===== src/hdl/rcdt_pkg.sv =====
// shared constants for the countdown timer block
package rcdt_pkg;
    // register offsets on the internal register port
    localparam logic [7:0] ADDR_FLAGS = 8'h0f;   // flags, read clears the expiry flag
    localparam logic [7:0] ADDR_VALUE = 8'h10;   // countdown reload / current value
    localparam logic [7:0] ADDR_CTRL = 8'h11;    // timer control

    // flags register field
    localparam int FLAG_EXPIRY_BIT = 3;

    // control register fields
    localparam int CTRL_RUN_BIT = 7;
    localparam int CTRL_PULSE_BIT = 6;
    localparam int CTRL_IRQ_EN_BIT = 5;
    localparam int CTRL_SEL_HI_BIT = 1;
    localparam int CTRL_SEL_LO_BIT = 0;

    // control and value reset values
    localparam logic RST_RUN = 1'b0;
    localparam logic RST_PULSE = 1'b0;
    localparam logic RST_IRQ_EN = 1'b0;
    localparam logic [1:0] RST_SEL = 2'h3;
    localparam logic [7:0] RST_VALUE = 8'h00;

    // source clock select codes
    typedef enum logic [1:0] {
        SEL_4096HZ = 2'b00,
        SEL_64HZ = 2'b01,
        SEL_1HZ = 2'b10,
        SEL_MINUTE = 2'b11
    } rcdt_sel_e;

    // oscillator prescaler: 32768 Hz ticks
    localparam int OSC_HZ = 32768;
    localparam int PRESCALE_W = 15;
    localparam logic [14:0] DIV_4096_MASK = 15'h0007;  // every 8 oscillator ticks
    localparam logic [14:0] DIV_64_MASK = 15'h01ff;    // every 512 oscillator ticks
    localparam logic [14:0] DIV_1_MASK = 15'h7fff;     // every 32768 oscillator ticks
    localparam logic [5:0] SECONDS_PER_MINUTE_M1 = 6'h3b;

    // pulse widths in oscillator ticks, from fractions of a second
    localparam int PULSE_DEN_SHORT4K = 8192;
    localparam int PULSE_DEN_LONG4K = 4096;
    localparam int PULSE_DEN_SHORT64 = 128;
    localparam int PULSE_DEN_LONG = 64;
    localparam logic [9:0] PULSE_TICKS_SHORT4K = 10'(OSC_HZ / PULSE_DEN_SHORT4K);
    localparam logic [9:0] PULSE_TICKS_LONG4K = 10'(OSC_HZ / PULSE_DEN_LONG4K);
    localparam logic [9:0] PULSE_TICKS_SHORT64 = 10'(OSC_HZ / PULSE_DEN_SHORT64);
    localparam logic [9:0] PULSE_TICKS_LONG = 10'(OSC_HZ / PULSE_DEN_LONG);
endpackage : rcdt_pkg


===== src/hdl/rcdt_timer.sv =====
// How it works
// - pulse starts with flag, width by source and reload
// - zero reload value keeps timer stopped
// - countdown end sets expiry flag
// - auto reload regardless of flag, mode
// - flags register read clears expiry flag
// - expiry flag has its own flags bit
// - level mode: output follows flag and enable
// - level released only clearing flag or enable
// - run enable zero halts countdown, no events
// - power loss clears run enable
// - re-enable resumes from held count
// - select: 4096, 64, 1 Hz, 1/60 Hz
// - period is reload over source frequency
// - eight-bit value register holds reload
// - value write keeps flag and interrupt
// - pulse select: pulses or steady level
// - pulse mode stops on run/enable/select clear
// - control bits live at control register
`timescale 1ns/1ns
module rcdt_timer (
    // clock and reset
    input wire logic CLK,
    input wire logic RST,
    // oscillator and power monitor
    input wire logic OSC_TICK,
    input wire logic POWER_FAIL,
    // internal register port from the serial engine
    input wire logic REG_WR,
    input wire logic REG_RD,
    input wire logic [7:0] REG_ADDR,
    input wire logic [7:0] REG_WDATA,
    output logic [7:0] REG_RDATA,
    // open-drain shared interrupt pin, active low
    output logic SHARED_INTERRUPT_OUTPUT_O,
    output logic SHARED_INTERRUPT_OUTPUT_OE_N,
    // status
    output logic TIMER_EXPIRY_FLAG
);
    // control bits
    logic timer_run_enable_q;
    logic irq_pulse_select_q;
    logic timer_irq_enable_q;
    logic timer_clock_select_hi_q;
    logic timer_clock_select_lo_q;
    logic [1:0] sel;
    // counter state
    logic [7:0] reload_q;   // programmed reload value
    logic [7:0] count_q;    // current countdown value
    logic timer_expiry_flag_q;
    // oscillator prescaler
    logic [14:0] prescale_q;
    logic [5:0] seconds_q;
    logic src_tick;
    logic expire;
    // pulse generator
    logic [9:0] pulse_cnt_q;
    logic [9:0] pulse_len;
    logic pulse_allowed;
    logic irq_q;
    logic rd_flags;
    logic wr_ctrl;
    logic wr_value;
    // control bits as they stand after this edge
    logic timer_run_enable_d;
    logic irq_pulse_select_d;
    logic timer_irq_enable_d;

    assign sel = {timer_clock_select_hi_q, timer_clock_select_lo_q};
    assign rd_flags = REG_RD && (REG_ADDR == rcdt_pkg::ADDR_FLAGS);
    assign wr_ctrl = REG_WR && (REG_ADDR == rcdt_pkg::ADDR_CTRL);
    assign wr_value = REG_WR && (REG_ADDR == rcdt_pkg::ADDR_VALUE);

    // next control values, so the pin answers on the edge of the write itself
    // rather than one clock after the register has moved
    assign timer_run_enable_d = POWER_FAIL ? 1'b0
        : (wr_ctrl ? REG_WDATA[rcdt_pkg::CTRL_RUN_BIT] : timer_run_enable_q);
    assign irq_pulse_select_d = wr_ctrl ? REG_WDATA[rcdt_pkg::CTRL_PULSE_BIT] : irq_pulse_select_q;
    assign timer_irq_enable_d = wr_ctrl ? REG_WDATA[rcdt_pkg::CTRL_IRQ_EN_BIT] : timer_irq_enable_q;

    // free-running divider of oscillator ticks
    always_ff @(posedge CLK) begin
        if (RST) begin
            prescale_q <= '0;
        end else if (OSC_TICK) begin
            prescale_q <= prescale_q + 15'h0001;
        end
    end

    // minute counter stepped once per second
    always_ff @(posedge CLK) begin
        if (RST) begin
            seconds_q <= '0;
        end else if (OSC_TICK && ((prescale_q & rcdt_pkg::DIV_1_MASK) == rcdt_pkg::DIV_1_MASK)) begin
            // wraps after sixty seconds
            seconds_q <= (seconds_q == rcdt_pkg::SECONDS_PER_MINUTE_M1) ? 6'h00 : seconds_q + 6'h01;
        end
    end

    // pick the countdown source tick
    always_comb begin
        unique case (rcdt_pkg::rcdt_sel_e'(sel))
            rcdt_pkg::SEL_4096HZ: begin
                src_tick = OSC_TICK && ((prescale_q & rcdt_pkg::DIV_4096_MASK) == rcdt_pkg::DIV_4096_MASK);
            end
            rcdt_pkg::SEL_64HZ: begin
                src_tick = OSC_TICK && ((prescale_q & rcdt_pkg::DIV_64_MASK) == rcdt_pkg::DIV_64_MASK);
            end
            rcdt_pkg::SEL_1HZ: begin
                src_tick = OSC_TICK && (prescale_q == rcdt_pkg::DIV_1_MASK);
            end
            rcdt_pkg::SEL_MINUTE: begin
                src_tick = OSC_TICK && (prescale_q == rcdt_pkg::DIV_1_MASK)
                    && (seconds_q == rcdt_pkg::SECONDS_PER_MINUTE_M1);
            end
        endcase
    end

    // terminal count: only when running with a nonzero reload
    assign expire = src_tick && timer_run_enable_q && (reload_q != 8'h00) && (count_q <= 8'h01);

    // control register; power loss forces the run bit off
    always_ff @(posedge CLK) begin
        if (RST) begin
            timer_run_enable_q <= rcdt_pkg::RST_RUN;
            irq_pulse_select_q <= rcdt_pkg::RST_PULSE;
            timer_irq_enable_q <= rcdt_pkg::RST_IRQ_EN;
            timer_clock_select_hi_q <= rcdt_pkg::RST_SEL[1];
            timer_clock_select_lo_q <= rcdt_pkg::RST_SEL[0];
        end else begin
            if (wr_ctrl) begin
                // all control bits share one register
                timer_run_enable_q <= REG_WDATA[rcdt_pkg::CTRL_RUN_BIT];
                irq_pulse_select_q <= REG_WDATA[rcdt_pkg::CTRL_PULSE_BIT];
                timer_irq_enable_q <= REG_WDATA[rcdt_pkg::CTRL_IRQ_EN_BIT];
                timer_clock_select_hi_q <= REG_WDATA[rcdt_pkg::CTRL_SEL_HI_BIT];
                timer_clock_select_lo_q <= REG_WDATA[rcdt_pkg::CTRL_SEL_LO_BIT];
            end
            if (POWER_FAIL) begin
                // power loss wins over a host write in the same cycle
                timer_run_enable_q <= 1'b0;
            end
        end
    end

    // reload value register
    always_ff @(posedge CLK) begin
        if (RST) begin
            reload_q <= rcdt_pkg::RST_VALUE;
        end else if (wr_value) begin
            reload_q <= REG_WDATA;
        end
    end

    // countdown; a disabled timer simply holds its count
    always_ff @(posedge CLK) begin
        if (RST) begin
            count_q <= rcdt_pkg::RST_VALUE;
        end else if (wr_value) begin
            // a fresh value restarts the count from it
            count_q <= REG_WDATA;
        end else if (expire) begin
            count_q <= reload_q;
        end else if (src_tick && timer_run_enable_q && (reload_q != 8'h00)) begin
            // nothing here when halted, so re-enable resumes
            count_q <= count_q - 8'h01;
        end
    end

    // expiry flag: set beats a clearing read in the same cycle
    always_ff @(posedge CLK) begin
        if (RST) begin
            timer_expiry_flag_q <= 1'b0;
        end else if (expire) begin
            timer_expiry_flag_q <= 1'b1;
        end else if (rd_flags) begin
            timer_expiry_flag_q <= 1'b0;
        end
        // value writes never touch the flag
    end

    // pulse width in oscillator ticks from source and reload
    always_comb begin
        unique case (rcdt_pkg::rcdt_sel_e'(sel))
            rcdt_pkg::SEL_4096HZ: begin
                pulse_len = (reload_q == 8'h01) ? rcdt_pkg::PULSE_TICKS_SHORT4K : rcdt_pkg::PULSE_TICKS_LONG4K;
            end
            rcdt_pkg::SEL_64HZ: begin
                pulse_len = (reload_q == 8'h01) ? rcdt_pkg::PULSE_TICKS_SHORT64 : rcdt_pkg::PULSE_TICKS_LONG;
            end
            rcdt_pkg::SEL_1HZ, rcdt_pkg::SEL_MINUTE: begin
                pulse_len = rcdt_pkg::PULSE_TICKS_LONG;
            end
        endcase
    end

    // pulses live only while run, enable and pulse select are all set
    assign pulse_allowed = timer_run_enable_d && timer_irq_enable_d && irq_pulse_select_d;

    // pulse length counter, counts oscillator ticks
    always_ff @(posedge CLK) begin
        if (RST) begin
            pulse_cnt_q <= '0;
        end else if (!pulse_allowed) begin
            pulse_cnt_q <= '0;
        end else if (expire) begin
            // restarts every period, independent of the flag
            pulse_cnt_q <= pulse_len;
        end else if (OSC_TICK && (pulse_cnt_q != 10'h000)) begin
            pulse_cnt_q <= pulse_cnt_q - 10'h001;
        end
    end

    // interrupt level, registered so it rises on the flag's own edge
    always_ff @(posedge CLK) begin
        if (RST) begin
            irq_q <= 1'b0;
        end else if (irq_pulse_select_d) begin
            if (!pulse_allowed) begin
                irq_q <= 1'b0;
            end else if (expire) begin
                irq_q <= 1'b1;
            end else if (OSC_TICK && (pulse_cnt_q <= 10'h001)) begin
                irq_q <= 1'b0;
            end
        end else begin
            // level mode: follows next flag value gated by enable
            irq_q <= timer_irq_enable_d && (expire || (timer_expiry_flag_q && !rd_flags));
        end
    end

    // open-drain pin: drives low, enable low while driving
    assign SHARED_INTERRUPT_OUTPUT_O = 1'b0;
    assign SHARED_INTERRUPT_OUTPUT_OE_N = !irq_q;
    assign TIMER_EXPIRY_FLAG = timer_expiry_flag_q;

    // register read data, unmapped reads as zero
    always_comb begin
        REG_RDATA = 8'h00;
        if (REG_ADDR == rcdt_pkg::ADDR_FLAGS) begin
            // only the timer bit is held here, alarm bits live elsewhere
            REG_RDATA[rcdt_pkg::FLAG_EXPIRY_BIT] = timer_expiry_flag_q;
        end else if (REG_ADDR == rcdt_pkg::ADDR_VALUE) begin
            REG_RDATA = count_q;
        end else if (REG_ADDR == rcdt_pkg::ADDR_CTRL) begin
            REG_RDATA[rcdt_pkg::CTRL_RUN_BIT] = timer_run_enable_q;
            REG_RDATA[rcdt_pkg::CTRL_PULSE_BIT] = irq_pulse_select_q;
            REG_RDATA[rcdt_pkg::CTRL_IRQ_EN_BIT] = timer_irq_enable_q;
            REG_RDATA[rcdt_pkg::CTRL_SEL_HI_BIT] = timer_clock_select_hi_q;
            REG_RDATA[rcdt_pkg::CTRL_SEL_LO_BIT] = timer_clock_select_lo_q;
        end
    end
endmodule : rcdt_timer


===== config.mk =====
export PLATFORM = sky130hd
export DESIGN_NAME = rcdt_timer
export DESIGN_NICKNAME = d
export VERILOG_FILES = /design/src/hdl/rcdt_pkg.sv /design/src/hdl/rcdt_timer.sv
export SDC_FILE = /design/constraint.sdc
export NUM_CORES = 1
export LEC_CHECK = 0
export BUFFER_PORTS_ARGS = -buffer_cell sky130_fd_sc_hd__buf_2
export CAP_MARGIN = 10
export CORE_MARGIN = 4
export CORE_UTILIZATION = 53
export DETAILED_ROUTE_END_ITERATION = 8
export GPL_ROUTABILITY_DRIVEN = 0
export PLACE_DENSITY = 0.76
export SETUP_SLACK_MARGIN = 0.5
export SLEW_MARGIN = 20
export SYNTH_ARGS = -nofsm -noshare
export SYNTH_HDL_FRONTEND = slang
export SYNTH_SLANG_ARGS = --single-unit

===== constraint.sdc =====
create_clock -name CLK -period 2.38 [get_ports CLK]
set_input_delay 0 -clock CLK [delete_from_list [all_inputs] [get_ports CLK]]
set_output_delay 0 -clock CLK [all_outputs]
set_load 0.05 [all_outputs]

=== After elaboration in Yosys (flattened, before gate mapping) ===
Index checks and enable logic that the tools add are counted.
Widths: inputs -> output; s select.

* Word-level logic and storage cells: 86
* Input bits: 22
* Output and inout port bits: 11
* Register bits after elaboration: 54

* Order comparisons: 2
* Mux-type cells: 28
* Reductions and logical operators: 27
* Equal/unequal tests: 12
* Bitwise operators: 1
* Add/subtract/negate cells: 4

{| class="wikitable"
|+ Operators by type and width
! cell !! number
|-
| $mux 10 || 3
|-
| $pmux 10 s3 || 1
|-
| $mux 8 || 3
|-
| $eq 8x5->1 const B || 2
|-
| $logic_and 1x1->1 || 16
|-
| $add 15x1->15 const B || 1
|-
| $eq 15x15->1 const B || 1
|-
| $mux 3 || 4
|-
| $mux 1 || 11
|-
| $le 10x1->1 const B || 1
|-
| $reduce_bool 10->1 || 1
|-
| $sub 10x1->10 const B || 1
|-
| $eq 9x9->1 const B || 1
|-
| $eq 8x1->1 const B || 1
|-
| $eq 8x4->1 const B || 1
|-
| $le 8x1->1 const B || 1
|-
| $mux 4 || 2
|-
| $reduce_bool 8->1 || 1
|-
| $sub 8x1->8 const B || 1
|-
| $add 6x1->6 const B || 1
|-
| $eq 6x6->1 const B || 1
|-
| $mux 6 || 1
|-
| $eq 2x2->1 const B || 2
|-
| $mux 2 || 2
|-
| other kinds (11) || 14
|}

=== Depth between registers and ports, before layout ===
Gate-level depths: netlist of run 1.

* Depth in word-level cells: 10
* Gate-level depth with buffers: 11
* Depth with buffers taken out: 10

=== Worst setup path before layout of run 1 ===
Ideal clock, no wire load.

* Path kind: flip-flop to flip-flop
* Start: reg prescale_q[0]
* End: reg count_q[0]
* Data required time: 2.301 ns
* Data arrival time: 2.343 ns
* Library setup time: 0.079 ns
* Path buffers: 1
* Setup slack: -0.042 ns
* Cell stages (with the launch flop): 12
* Cells stage by stage: dfxtp_1 -> ha_1 -> nand4_2 -> nor2_1 -> ha_1 -> mux2i_1 -> nor2_1 -> o211ai_1 -> clkbuf_1 -> nor4_1 -> a211o_1 -> a211oi_2

* Cells in the longest elaborated chain, start to end: 9
* Elaborated cells between the ends (all ways): 14

{| class="wikitable"
|+ Ends and longest elaborated chain
! element !! RTL line !! RTL
|-
| start: declaration || rcdt_timer.sv:52 || <nowiki>logic [14:0] prescale_q;</nowiki>
|-
| start signal: assignment || rcdt_timer.sv:86 || <nowiki>prescale_q <= prescale_q + 15'h0001;</nowiki>
|-
| $eq 15x15->1 || rcdt_timer.sv:110, rcdt_timer.sv:113 ||
|-
| $logic_and 1x1->1 || rcdt_timer.sv:110, rcdt_timer.sv:113 ||
|-
| $logic_and 1x1->1 || rcdt_timer.sv:114 || <nowiki>&& (seconds_q == rcdt_pkg::SECONDS_PER_MINUTE_M1);</nowiki>
|-
| $pmux 1 s4 * || rcdt_timer.sv:102 || <nowiki>unique case (rcdt_pkg::rcdt_sel_e'(sel))</nowiki>
|-
| $logic_and 1x1->1 * (2 in a row) || rcdt_timer.sv:120, rcdt_timer.sv:164 ||
|-
| $logic_and 1x1->1 || rcdt_timer.sv:120 || <nowiki>assign expire = src_tick && timer_run_enable_q && (reload_q != 8'h00) && (count_q <= 8'h01);</nowiki>
|-
| $mux 8 || rcdt_timer.sv:162 || <nowiki>end else if (expire) begin</nowiki>
|-
| $mux 8 || rcdt_timer.sv:159 || <nowiki>end else if (wr_value) begin</nowiki>
|-
| end signal: assignment || rcdt_timer.sv:158 || <nowiki>count_q <= rcdt_pkg::RST_VALUE;</nowiki>
|-
| end signal: assignment || rcdt_timer.sv:163 || <nowiki>count_q <= reload_q;</nowiki>
|-
| end signal: assignment || rcdt_timer.sv:166 || <nowiki>count_q <= count_q - 8'h01;</nowiki>
|-
| end: declaration || rcdt_timer.sv:49 || <nowiki>logic [7:0] count_q;</nowiki>
|}

Mark *: on every way between the ends. The rest lies on a longest branch, timed or not.
A chain may end at the register's enable or synchronous reset.

=== Final worst setup path of run 1 ===
* Start: reg prescale_q[1]
* End: reg count_q[3]

The elaborated chain is that of the path after synthesis.

==> key figures, run 1 <==
Setup path
  – Worst Setup SP: prescale_q[1]
  – Startpoint Class: flip-flop
  – Crit path to: count_q[3]
  – Critical path endpoint category: flip-flop
  – Req. time, crit path: about 2.6 ns
  – FF-to-FF End: count_q[3]
  – Largest fanout on the critical path: 10
  – FF-to-FF Start: prescale_q[1]
  – Crit path DAT: 2.40 ns
  – CP Class: flip-flop to flip-flop
  – Reg2Reg Setup Slack: around 0.21 ns
  – FF-to-FF path depth: 11

Clock tree
  – Clock Pin Slew Worst Setup and Hold Paths: 0.10 ns
  – H-tree Lvls: 2
  – CTS max path bufs: 2
  – CTS Buf Count: 5
  – CTS tree: built
  – Clk_lat worst skew: slightly above 0.3 ns
  – Clock Tree Root: clkbuf_8
  – Clock sinks: 54

Flow run
  – Maxcap violations: 0

Die
  – Cell Rows: 27
  – CORE AREA: 5470 sq um
  – Die Y: between 80 and 90 um
  – Die area: 6890 sq um
  – Die W: just over 80 um
  – # IOs: 33
  – Starting Density: approximately 55%

Synth
  – Register area share after synthesis: between 30 and 40%
  – Share of the synthesized area in the top cell type: between 30% and 40%
  – Post-Synth Adder-Cell Area: under 10%
  – Avg Inst Size Synth: roughly 8.2 sq um
  – Synth Warn #: 0
  – Main combinational cell family by area after synthesis: simple AND/OR/NAND/NOR gates
  – Cell taking the most area after synthesis: dfxtp_1
  – Syn Nets: between 300 and 400
  – Yosys reg bits: 54
  – Post-Synth XOR/XNOR Area: 4.99%
  – Ranking of synthesized cells by area: dfxtp_1 36%, nor2_1 7.8%, nand2_1 5.0%
  – Number of synthesized flops with an enable pin: 0
  – Synth Area in Compound Gates: about 16%
  – Mapped Cells: approximately 360
  – Mux cell area share after synthesis: 4.74%
  – Synthesized-area fraction occupied by and/or/nand/nor cells: a little under a third
  – Synth unique cells: between 50 and 60
  – Synthesized cell area: between 2000 and 3000 sq um
  – Main synth FF type: dfxtp_1
  – Async S/R FF share, synth: 0%

Placement
  – Worst slack, placed: around 0.073 ns
  – Port buffer count: 31
  – DP HPWL: between 5 and 6 mm
  – Placed inst area: 3330 sq um

Routing
  – Drt total wl: between 7 and 8 mm
  – 1st-iter DRT viols: 280
  – Vias post-DR: ~3000
  – Remaining DRCs: 0
  – Vias per cell: a little under 6
  – DRT Pass-1 Iters: 5
  – WL/cell: roughly 15 um
  – Detail Route Antenna Nets: 0

Timing
  – Slew Limit Fails: 0
  – Final setup viols: 0
  – Final hold slack: ~0.021 ns
  – Tcrit/Tclk final: 91.1%
  – Setup WS post-layout: 0.211 ns
  – Tightest Pin Transition: between 0.6 and 0.7 ns
  – Max transition margin: roughly 54%
  – Unrepaired setup endpoints after global routing: true
  – Skew final: between 0.009 and 0.01 ns
  – Max Fclk: 461 MHz
  – Final Hold Viols: 0
  – Min Tclk post-route: ~2.2 ns
  – Setup_tns: 0 ns

Power
  – Leak pwr: between 1 and 1.5 nW
  – Sw Share: 23.3%
  – Clock share of power: between 30% and 40%
  – Pwr Density: 406 nW/um^2
  – Logic gate share of total power: under 10%
  – P_sw: around 0.00035 W
  – Peak VDD IR: about 430 uV
  – Int Pwr: 0.00116 W
  – Sequential Power Share: between 60 and 70%

Global route
  – Total GRT Usage: about 22%
  – Global-route wire length before repair: 13.0 mm
  – Congestion Overflow GR: 0
  – Vias in the first global route: around 2800
  – Grt peak-use layer: met2
  – Largest net degree at the start of global routing: 44
  – Met3 Use GR: between 4 and 5%
  – Met1 GRT Util: between 20% and 30%
  – Met2 usage: 35.8%
  – Antenna violations before repair: 0

Final layout
  – Area grow syn2layout: 25.2%
  – Ant diodes: 0
  – Finished Cell Area: 3730 sq um
  – Layout Utilization: about two thirds
  – Fraction of layout cells with a size suffix above 1: between 20% and 30%
  – Fin nets: ~460

Outcome
  – Outcome: completed

Worst hold path
  – Hold Path Class: primary input to flip-flop
## power by group through the flow
stage / Sequential, W / Combinational [W] / Clock (W)
4_1_cts: 0.000913 / 0.000100 / 0.000512
6_report: 0.000913 / 0.000103 / 0.000500
3_3_place_gp: 0.000934 / 0.0000802 / 0
5_1_grt: 0.000914 / 0.000112 / 0.000548
2_1_floorplan: 0.000934 / 0.0000474 / 0
3_5_place_dp: 0.000935 / 0.0000821 / 0
## worst min path at each step
stage                              end       start  cells after the start  slack [ns]
detailed placement  timer_run_enable_q  POWER_FAIL                      2        0.20
global route         TIMER_EXPIRY_FLAG      REG_RD                      4        0.05
finish               TIMER_EXPIRY_FLAG      REG_RD                      4        0.02
CTS                  TIMER_EXPIRY_FLAG      REG_RD                      4        0.02
floorplan           timer_run_enable_q  POWER_FAIL                      1        0.08
global placement    timer_run_enable_q  POWER_FAIL                      2        0.19
## what timing repair did
item / 4_1_cts / 5_1_grt
gates resized for setup: 13 / 10
pin swaps: 19 / 4
setup buffers: 13 / 3
endpoints found under the setup margin: 20 / 23
hold endpoints to repair: 13 / 0
hold buffers: 9 / 0
cloned: 1 / 0
## layout make-up
class                   instances  area, sq um
well taps                      72         90.1
clock inverters                 2         13.8
fillers                       445         1740
flip-flops and latches         54         1090
repair buffers                 70          490
multi-input cells             287         1950
inverters                       8         30.0
clock buffers                   6         72.6
## critical path: stages, from the launching register on
cell      delay [ns]
dfxtp_2         0.35
ha_4            0.16
buf_4           0.13
ha_1            0.17
mux2i_1         0.11
nor2_1          0.06
o211ai_1        0.26
buf_12          0.18
nor3_4          0.05
buf_4           0.15
o32a_1          0.35
nor3_1          0.12
## per-stage QoR
step | instances | power (W)
after floorplan | 363 | 0.000981
after global placement | 465 | 0.00101
after detailed placement | 465 | 0.00102
after CTS | 496 | 0.00152
after global routing | 499 | 0.00157
final | 499 | 0.00152
## cells in the final DEF, fill, tap and decap left out, types with 3 or more instances in the layout
cell type	n
a2111oi_2	4
a211o_1	5
a211oi_2	4
a21oi_1	23
and3_1	5
buf_2	31
buf_4	27
clkbuf_8	5
dfxtp_1	48
dfxtp_2	6
dlygate4sd3_1	9
ha_1	5
inv_1	8
mux2i_1	12
nand2_1	39
nand3_1	5
nand3b_1	3
nand4_1	13
nand4b_1	3
nor2_1	61
nor2b_1	3
nor3_1	12
nor3b_1	4
nor4_1	10
o211ai_1	3
o21ai_0	6
o32a_1	3
xnor2_1	12
xor2_1	5
## cell usage after synthesis, types with 4 or more instances
| cell | number |
|---|---|
| nor2_1 | 62 |
| mux2i_1 | 13 |
| xor2_1 | 5 |
| dfxtp_1 | 54 |
| nor4_1 | 11 |
| inv_1 | 8 |
| o21ai_0 | 6 |
| nand3_1 | 5 |
| a211o_1 | 5 |
| a211oi_1 | 4 |
| and3_1 | 5 |
| nand2_1 | 40 |
| clkbuf_1 | 10 |
| xnor2_1 | 12 |
| nor3_1 | 12 |
| nor3b_1 | 5 |
| a21oi_1 | 24 |
| nand4_1 | 13 |
| ha_1 | 8 |
## kinds of logic after synthesis
logic type | after synthesis
other cells | 1
flops | 54
buf+inv | 23
simple gates | 180
compound gates | 66
fa+ha+maj | 8
xor+xnor | 17
mux | 14
## registers in the layout, indices dropped and copies added (netlist names), 6 cells and up
| register | count |
|---|---|
| pulse_cnt_q | 10 |
| reload_q | 8 |
| prescale_q | 15 |
| count_q | 8 |
| seconds_q | 6 |
## per-layer routing
metal  vias to the layer above  share of wire (%)
met1                      1360                 44
met5                         -                  0
met2                       120                 47
li1                       1439                  -
met4                         0                2.5
met3                        19                6.5
Note: power is estimated with default switching activity, not from simulation.
==> run 2: changes to the inputs <==
==> constraint.sdc (replaced) <==
create_clock -name CLK -period 2.38 [get_ports CLK]
set_input_delay 0.357 -clock CLK [delete_from_list [all_inputs] [get_ports CLK]]
set_output_delay 0.357 -clock CLK [all_outputs]
set_load 0.05 [all_outputs]
==> key figures, run 2 (synthesis results as in run 1) <==
Final layout
  – Finished Cell Area: 3810 sq um (+1.9%)
  – Max reg flops: 15 (unchanged)
  – Fillers: 432 (-2.9%)
  – Largest reg by FF count: prescale_q
  – Final non-filler cell total: 491 (-1.6%)
  – Largest regs: prescale_q (15), pulse_cnt_q (10)
  – Fraction of layout cells with a size suffix above 1: 29.4% (+3.8 points)
  – Commonest non-fill, non-tap cells in the layout: 55 x nor2_1, 47 x dfxtp_1, 40 x nand2_1, 30 x buf_4, 25 x buf_2
  – Fin nets: 448 (-1.8%)
  – Area grow syn2layout: 27.5%
  – Most common cell after layout, fill and taps aside: nor2_1
  – Ant diodes: 0 (unchanged)

Placement
  – Worst slack, placed: 0.0972 ns (+0.0247 ns)
  – DP HPWL: 5.18 mm (about the same)
  – Port buffer count: 31 (unchanged)
  – Placed cells: 466 (+0.22%)
  – Placed inst area: 3350 sq um (+0.68%)

Outcome
  – Outcome: completed

Die
  – Die W: 83.0 um (unchanged)
  – # IOs: 33 (unchanged)
  – Die area: 6890 sq um (unchanged)
  – Cell Rows: 27 (unchanged)
  – CORE AREA: 5470 sq um (unchanged)
  – Die Y: 83.0 um (unchanged)
  – Starting Density: 54.5% (unchanged)

Global route
  – Total GRT Usage: 21.4% (-0.63 points)
  – Antenna violations before repair: 0 (unchanged)
  – Largest net degree at the start of global routing: 44 (unchanged)
  – Global-route wire length before repair: 12.5 mm (-3.9%)
  – Vias in the first global route: 2656 (-5.2%)
  – Congestion Overflow GR: 0 (unchanged)

Routing
  – Vias post-DR: 2941 (+0.10%)
  – Drt total wl: 7.82 mm (+2.5%)
  – Detail Route Antenna Nets: 0 (unchanged)
  – Remaining DRCs: 0 (unchanged)
  – 1st-iter DRT viols: 302 (+7.9%)
  – DRT Pass-1 Iters: 5 (unchanged)
  – WL/cell: 15.9 um (+4.1%)
  – Vias per cell: 5.99 (+1.7%)

Setup path
  – Largest fanout on the critical path: 8 (-2)
  – Startpoint Class: flip-flop
  – Sequence of cells on the critical path: ha_4 -> nand4_4 -> nor2_2 -> ha_2 -> mux2i_1 -> nor2_1 -> o211ai_1 -> buf_4 -> or2_4 -> a211o_1 -> a211oi_2
  – Critical path endpoint category: flip-flop
  – Crit path max-delay cell type: dfxtp_2
  – Crit path DAT: 2.44 ns (+0.04 ns)
  – Worst path max stage delay: 0.37 ns (+0.02 ns)
  – CP Class: flip-flop to flip-flop
  – Req. time, crit path: 2.62 ns (about the same)

Power
  – Leak pwr: 1.35 nW (-0.53%)
  – Peak VDD IR: 435 uV (+1.4%)
  – Pwr Density: 414 nW/um^2 (+1.9%)

Worst hold path
  – Hold Path Class: primary input to flip-flop

Timing
  – Setup WS post-layout: 0.172 ns (-0.0391 ns)
  – Final hold slack: 0.241 ns (+0.220 ns)
  – Min Tclk post-route: 2.21 ns (+0.0391 ns)
  – Max Fclk: 453 MHz (-1.8%)
  – Slew Limit Fails: 0 (unchanged)
  – Tcrit/Tclk final: 92.8% (+1.6 points)
  – Skew final: 0.0115 ns (+0.00171 ns)
  – Setup_tns: 0 ns (unchanged)
  – Final setup viols: 0 (unchanged)
  – Tightest Pin Transition: 0.696 ns (+0.0105 ns)
  – Max transition margin: 53.2% (-0.71 points)
  – Final Hold Viols: 0 (unchanged)
  – Unrepaired setup endpoints after global routing: true

Clock tree
  – Clk_lat worst skew: 0.32 ns (about the same)
  – Clock sinks: 54 (unchanged)
  – Post-CTS Hold Buffers: 0 (-9)
  – H-tree Lvls: 2 (unchanged)
  – Clock Pin Slew Worst Setup and Hold Paths: 0.10 ns (about the same)
  – Clock Tree Root: clkbuf_8
  – CTS Buf Count: 5 (unchanged)
  – CTS tree: built
  – CTS max path bufs: 2 (unchanged)

Flow run
  – Maxcap violations: 0 (unchanged)
==> run 2: cell count changes in the layout (fill, tap and decap cells not counted), moves of 4 or more <==
cell and delta:
dlygate4sd3_1 -9, buf_2 -6, nor2_1 -6, a2111oi_2 -4, a2111oi_4 +4, buf_6 +4, nor2_2 +4
==> run 2: worst paths after layout <==
check / startpoint / endpoint / slack, ns / cells past startpoint
max: prescale_q[1] / count_q[0] / 0.17 / 11
min reg2reg: reload_q[5] / reload_q[5] / 0.49 / 2
max reg2reg: prescale_q[1] / count_q[0] / 0.17 / 11
min: POWER_FAIL / timer_run_enable_q / 0.24 / 2
==> run 2: worst max-delay path, delay by kind of cell, from the launching register on <==
family	cells	cell delay (ns)
fa+ha+maj	2	0.31
simple gates	4	0.61
buf+inv	1	0.19
flops	1	0.37
compound gates	3	0.60
mux	1	0.06
==> run 2: layer usage <==
layer  vias to the layer above  GRT usage, %  part of all wire, %
li1                       1425             -                    -
met1                      1360          29.4                   44
met2                       137          33.4                   47
met3                        19          4.76                  7.2
met4                         0          7.13                  1.8
met5                         -             0                    0
==> run 2: through the flow <==
| step | total power, W | util (%) |
|---|---|---|
| global route | 0.00162 | 69.5 |
| CTS | 0.00157 | 66.7 |
| finish | 0.00157 | 69.5 |
| global placement | 0.00102 | 61.2 |
| detailed placement | 0.00102 | 61.2 |
| floorplan | 0.000983 | - |
==> run 2: power by group <==
part	internal, W	leakage, nW	total [W]	switching, W
clock network	0.000240	0.0478	0.000560	0.000319
logic	0.0000425	0.861	0.000102	0.0000593
registers	0.000908	0.439	0.000913	0.00000494
total	0.00119	1.35	0.00157	0.000384
==> run 2: layout make-up <==
type / count / area [sq um] / area share, %
clock buffers: 6 / 82.6 / 2.17
clock inverters: 2 / 16.3 / 0.427
inverters: 8 / 30.0 / 0.789
multi-input cells: 286 / 2060 / 54.2
flip-flops and latches: 54 / 1090 / 28.6
well taps: 72 / 90.1 / 2.37
repair buffers: 63 / 433 / 11.4
==> run 2: repair_timing <==
action	CTS	global route
setup endpoints to repair	26	29
pin swaps	16	16
setup buffers	13	4
resized for setup	19	28
==> run 3: changes to the inputs <==
PLACE_DENSITY = 0.87   (was 0.76)
==> key figures, run 3 (synthesis results as in run 1) <==
Outcome
  – Outcome: completed

Clock tree
  – H-tree Lvls: 2 (unchanged)
  – Clock sinks: 54 (unchanged)
  – Clock Tree Root: clkbuf_8
  – Post-CTS Hold Buffers: 0 (unchanged)
  – CTS tree: built
  – CTS Buf Count: 5 (unchanged)
  – Clk_lat worst skew: 0.31 ns (about the same)
  – CTS max path bufs: 2 (unchanged)
  – Clock Pin Slew Worst Setup and Hold Paths: 0.10 ns (about the same)

Global route
  – Largest net degree at the start of global routing: 24 (-45%)
  – Total GRT Usage: 24.7% (+3.2 points)
  – Global-route wire length before repair: 14.2 mm (+14%)
  – Met3 Use GR: 5.26% (+0.50 points)
  – Grt peak-use layer: met2
  – Met1 GRT Util: 30.3% (+0.85 points)
  – Met2 usage: 42.5% (+9.1 points)
  – Vias in the first global route: 2993 (+13%)
  – Antenna violations before repair: 0 (unchanged)
  – Congestion Overflow GR: 0 (unchanged)

Timing
  – Setup_tns: 0 ns (unchanged)
  – Max transition margin: 64.2% (+11 points)
  – Final Hold Viols: 0 (unchanged)
  – Slew Limit Fails: 0 (unchanged)
  – Setup WS post-layout: 0.154 ns (-0.0175 ns)
  – Unrepaired setup endpoints after global routing: true
  – Tcrit/Tclk final: 93.5% (+0.73 points)
  – Skew final: 0.0100 ns (-0.00141 ns)
  – Tightest Pin Transition: 0.529 ns (-0.167 ns)
  – Max Fclk: 449 MHz (-0.78%)
  – Min Tclk post-route: 2.23 ns (+0.0175 ns)
  – Final setup viols: 0 (unchanged)

Placement
  – DP HPWL: 5.28 mm (+1.9%)
  – Worst slack, placed: 0.0877 ns (-0.00945 ns)
  – Port buffer count: 31 (unchanged)

Setup path
  – Crit path DAT: 2.45 ns (about the same)
  – Critical path endpoint category: flip-flop
  – Sequence of cells on the critical path: nand4_1 -> or4_4 -> o21a_4 -> buf_4 -> a2111oi_4 -> a21oi_1 -> a211oi_1
  – Crit path buf inv count: 1 (unchanged)
  – Top Family by Delay on Critical Path: compound AO/OA/AOI/OAI gates
  – Largest fanout on the critical path: 5 (-3)
  – Req. time, crit path: 2.60 ns (-0.02 ns)
  – CP Class: flip-flop to flip-flop
  – Startpoint Class: flip-flop
  – Worst path max stage delay: 0.56 ns (+0.19 ns)
  – Crit path max-delay cell type: or4_4

Die
  – CORE AREA: 5470 sq um (unchanged)
  – Die W: 83.0 um (unchanged)
  – Die Y: 83.0 um (unchanged)
  – Cell Rows: 27 (unchanged)
  – Die area: 6890 sq um (unchanged)
  – Starting Density: 54.5% (unchanged)
  – # IOs: 33 (unchanged)

Final layout
  – Area grow syn2layout: 29.6%
  – Largest regs: prescale_q (15), pulse_cnt_q (10)
  – Commonest non-fill, non-tap cells in the layout: 58 x nor2_1, 43 x dfxtp_1, 40 x nand2_1, 30 x buf_4, 24 x buf_2
  – Max reg flops: 15 (unchanged)
  – Ant diodes: 0 (unchanged)
  – Largest reg by FF count: prescale_q
  – Fraction of layout cells with a size suffix above 1: 29.9% (+0.50 points)
  – Most common cell after layout, fill and taps aside: nor2_1
  – Fin nets: 451 (+0.67%)
  – Fillers: 372 (-14%)

Routing
  – Remaining DRCs: 0 (unchanged)
  – WL/cell: 17.7 um (+11%)
  – Vias post-DR: 3128 (+6.4%)
  – DRT Pass-1 Iters: 5 (unchanged)
  – Detail Route Antenna Nets: 0 (unchanged)
  – 1st-iter DRT viols: 370 (+23%)
  – Vias per cell: 6.33 (+5.7%)
  – Drt total wl: 8.74 mm (+12%)

Power
  – Pwr Density: 421 nW/um^2 (+1.8%)
  – Leak pwr: 1.38 nW (+2.3%)
  – Peak VDD IR: 284 uV (-35%)

Worst hold path
  – Hold Path Class: primary input to flip-flop

Flow run
  – Maxcap violations: 0 (unchanged)
[run 3: cell count changes in the layout (fill, tap and decap cells not counted), sizes merged]
cell,change
o21a,+1
buf,+1
clkinvlp,-1
inv,-1
bufinv,+1
clkbuf,+2
[run 3: through the flow]
stage | cell area, sq um | total power [W] | hold slack [ns] | cells | util [%]
floorplan | 3080 | 0.000983 | 0.436 | 363 | -
global placement | 3360 | 0.00102 | 0.457 | 465 | 61.3
detailed placement | 3360 | 0.00102 | 0.462 | 465 | 61.3
CTS | 3750 | 0.00162 | 0.225 | 491 | 68.6
global route | 3870 | 0.00167 | 0.233 | 494 | 70.7
finish | 3870 | 0.00163 | 0.223 | 494 | 70.7
[run 3: what timing repair did]
item | CTS | global route
pin swaps | 23 | 12
gates cloned | 1 | 0
gates resized for setup | 31 | 24
buffers inserted | 17 | 3
endpoints found under the setup margin | 28 | 31
[run 3: layout make-up]
type / instances / area (sq um) / area share (%)
clock buffers: 7 / 76.3 / 1.97
flip-flops and latches: 54 / 1090 / 28.3
multi-input cells: 287 / 2070 / 53.6
inverters: 8 / 30.0 / 0.776
well taps: 72 / 90.1 / 2.33
repair buffers: 65 / 475 / 12.3
clock inverters: 1 / 30.0 / 0.776
[run 3: final timing paths]
path / start / endpoint / slack, ns / depth (start not counted)
max: prescale_q[12] / count_q[5] / 0.15 / 7
min: POWER_FAIL / timer_run_enable_q / 0.22 / 2
max reg2reg: prescale_q[12] / count_q[5] / 0.15 / 7
min reg2reg: seconds_q[1] / seconds_q[1] / 0.48 / 2
[run 3: where the power goes]
part / leakage [nW] / switching [W] / total [W] / internal [W]
Combinational: 0.885 / 0.0000618 / 0.000103 / 0.0000407
Sequential: 0.441 / 0.00000513 / 0.000913 / 0.000908
Clock: 0.0524 / 0.000299 / 0.000614 / 0.000315
Total: 1.38 / 0.000366 / 0.00163 / 0.00126
[run 3: metal layers]
layer	routed length [um]	vias to the layer above	part of all wire [%]
li1	-	1439	-
met5	0	-	0
met1	3530	1473	40
met3	717	32	8.2
met4	228	0	2.6
met2	4260	184	49
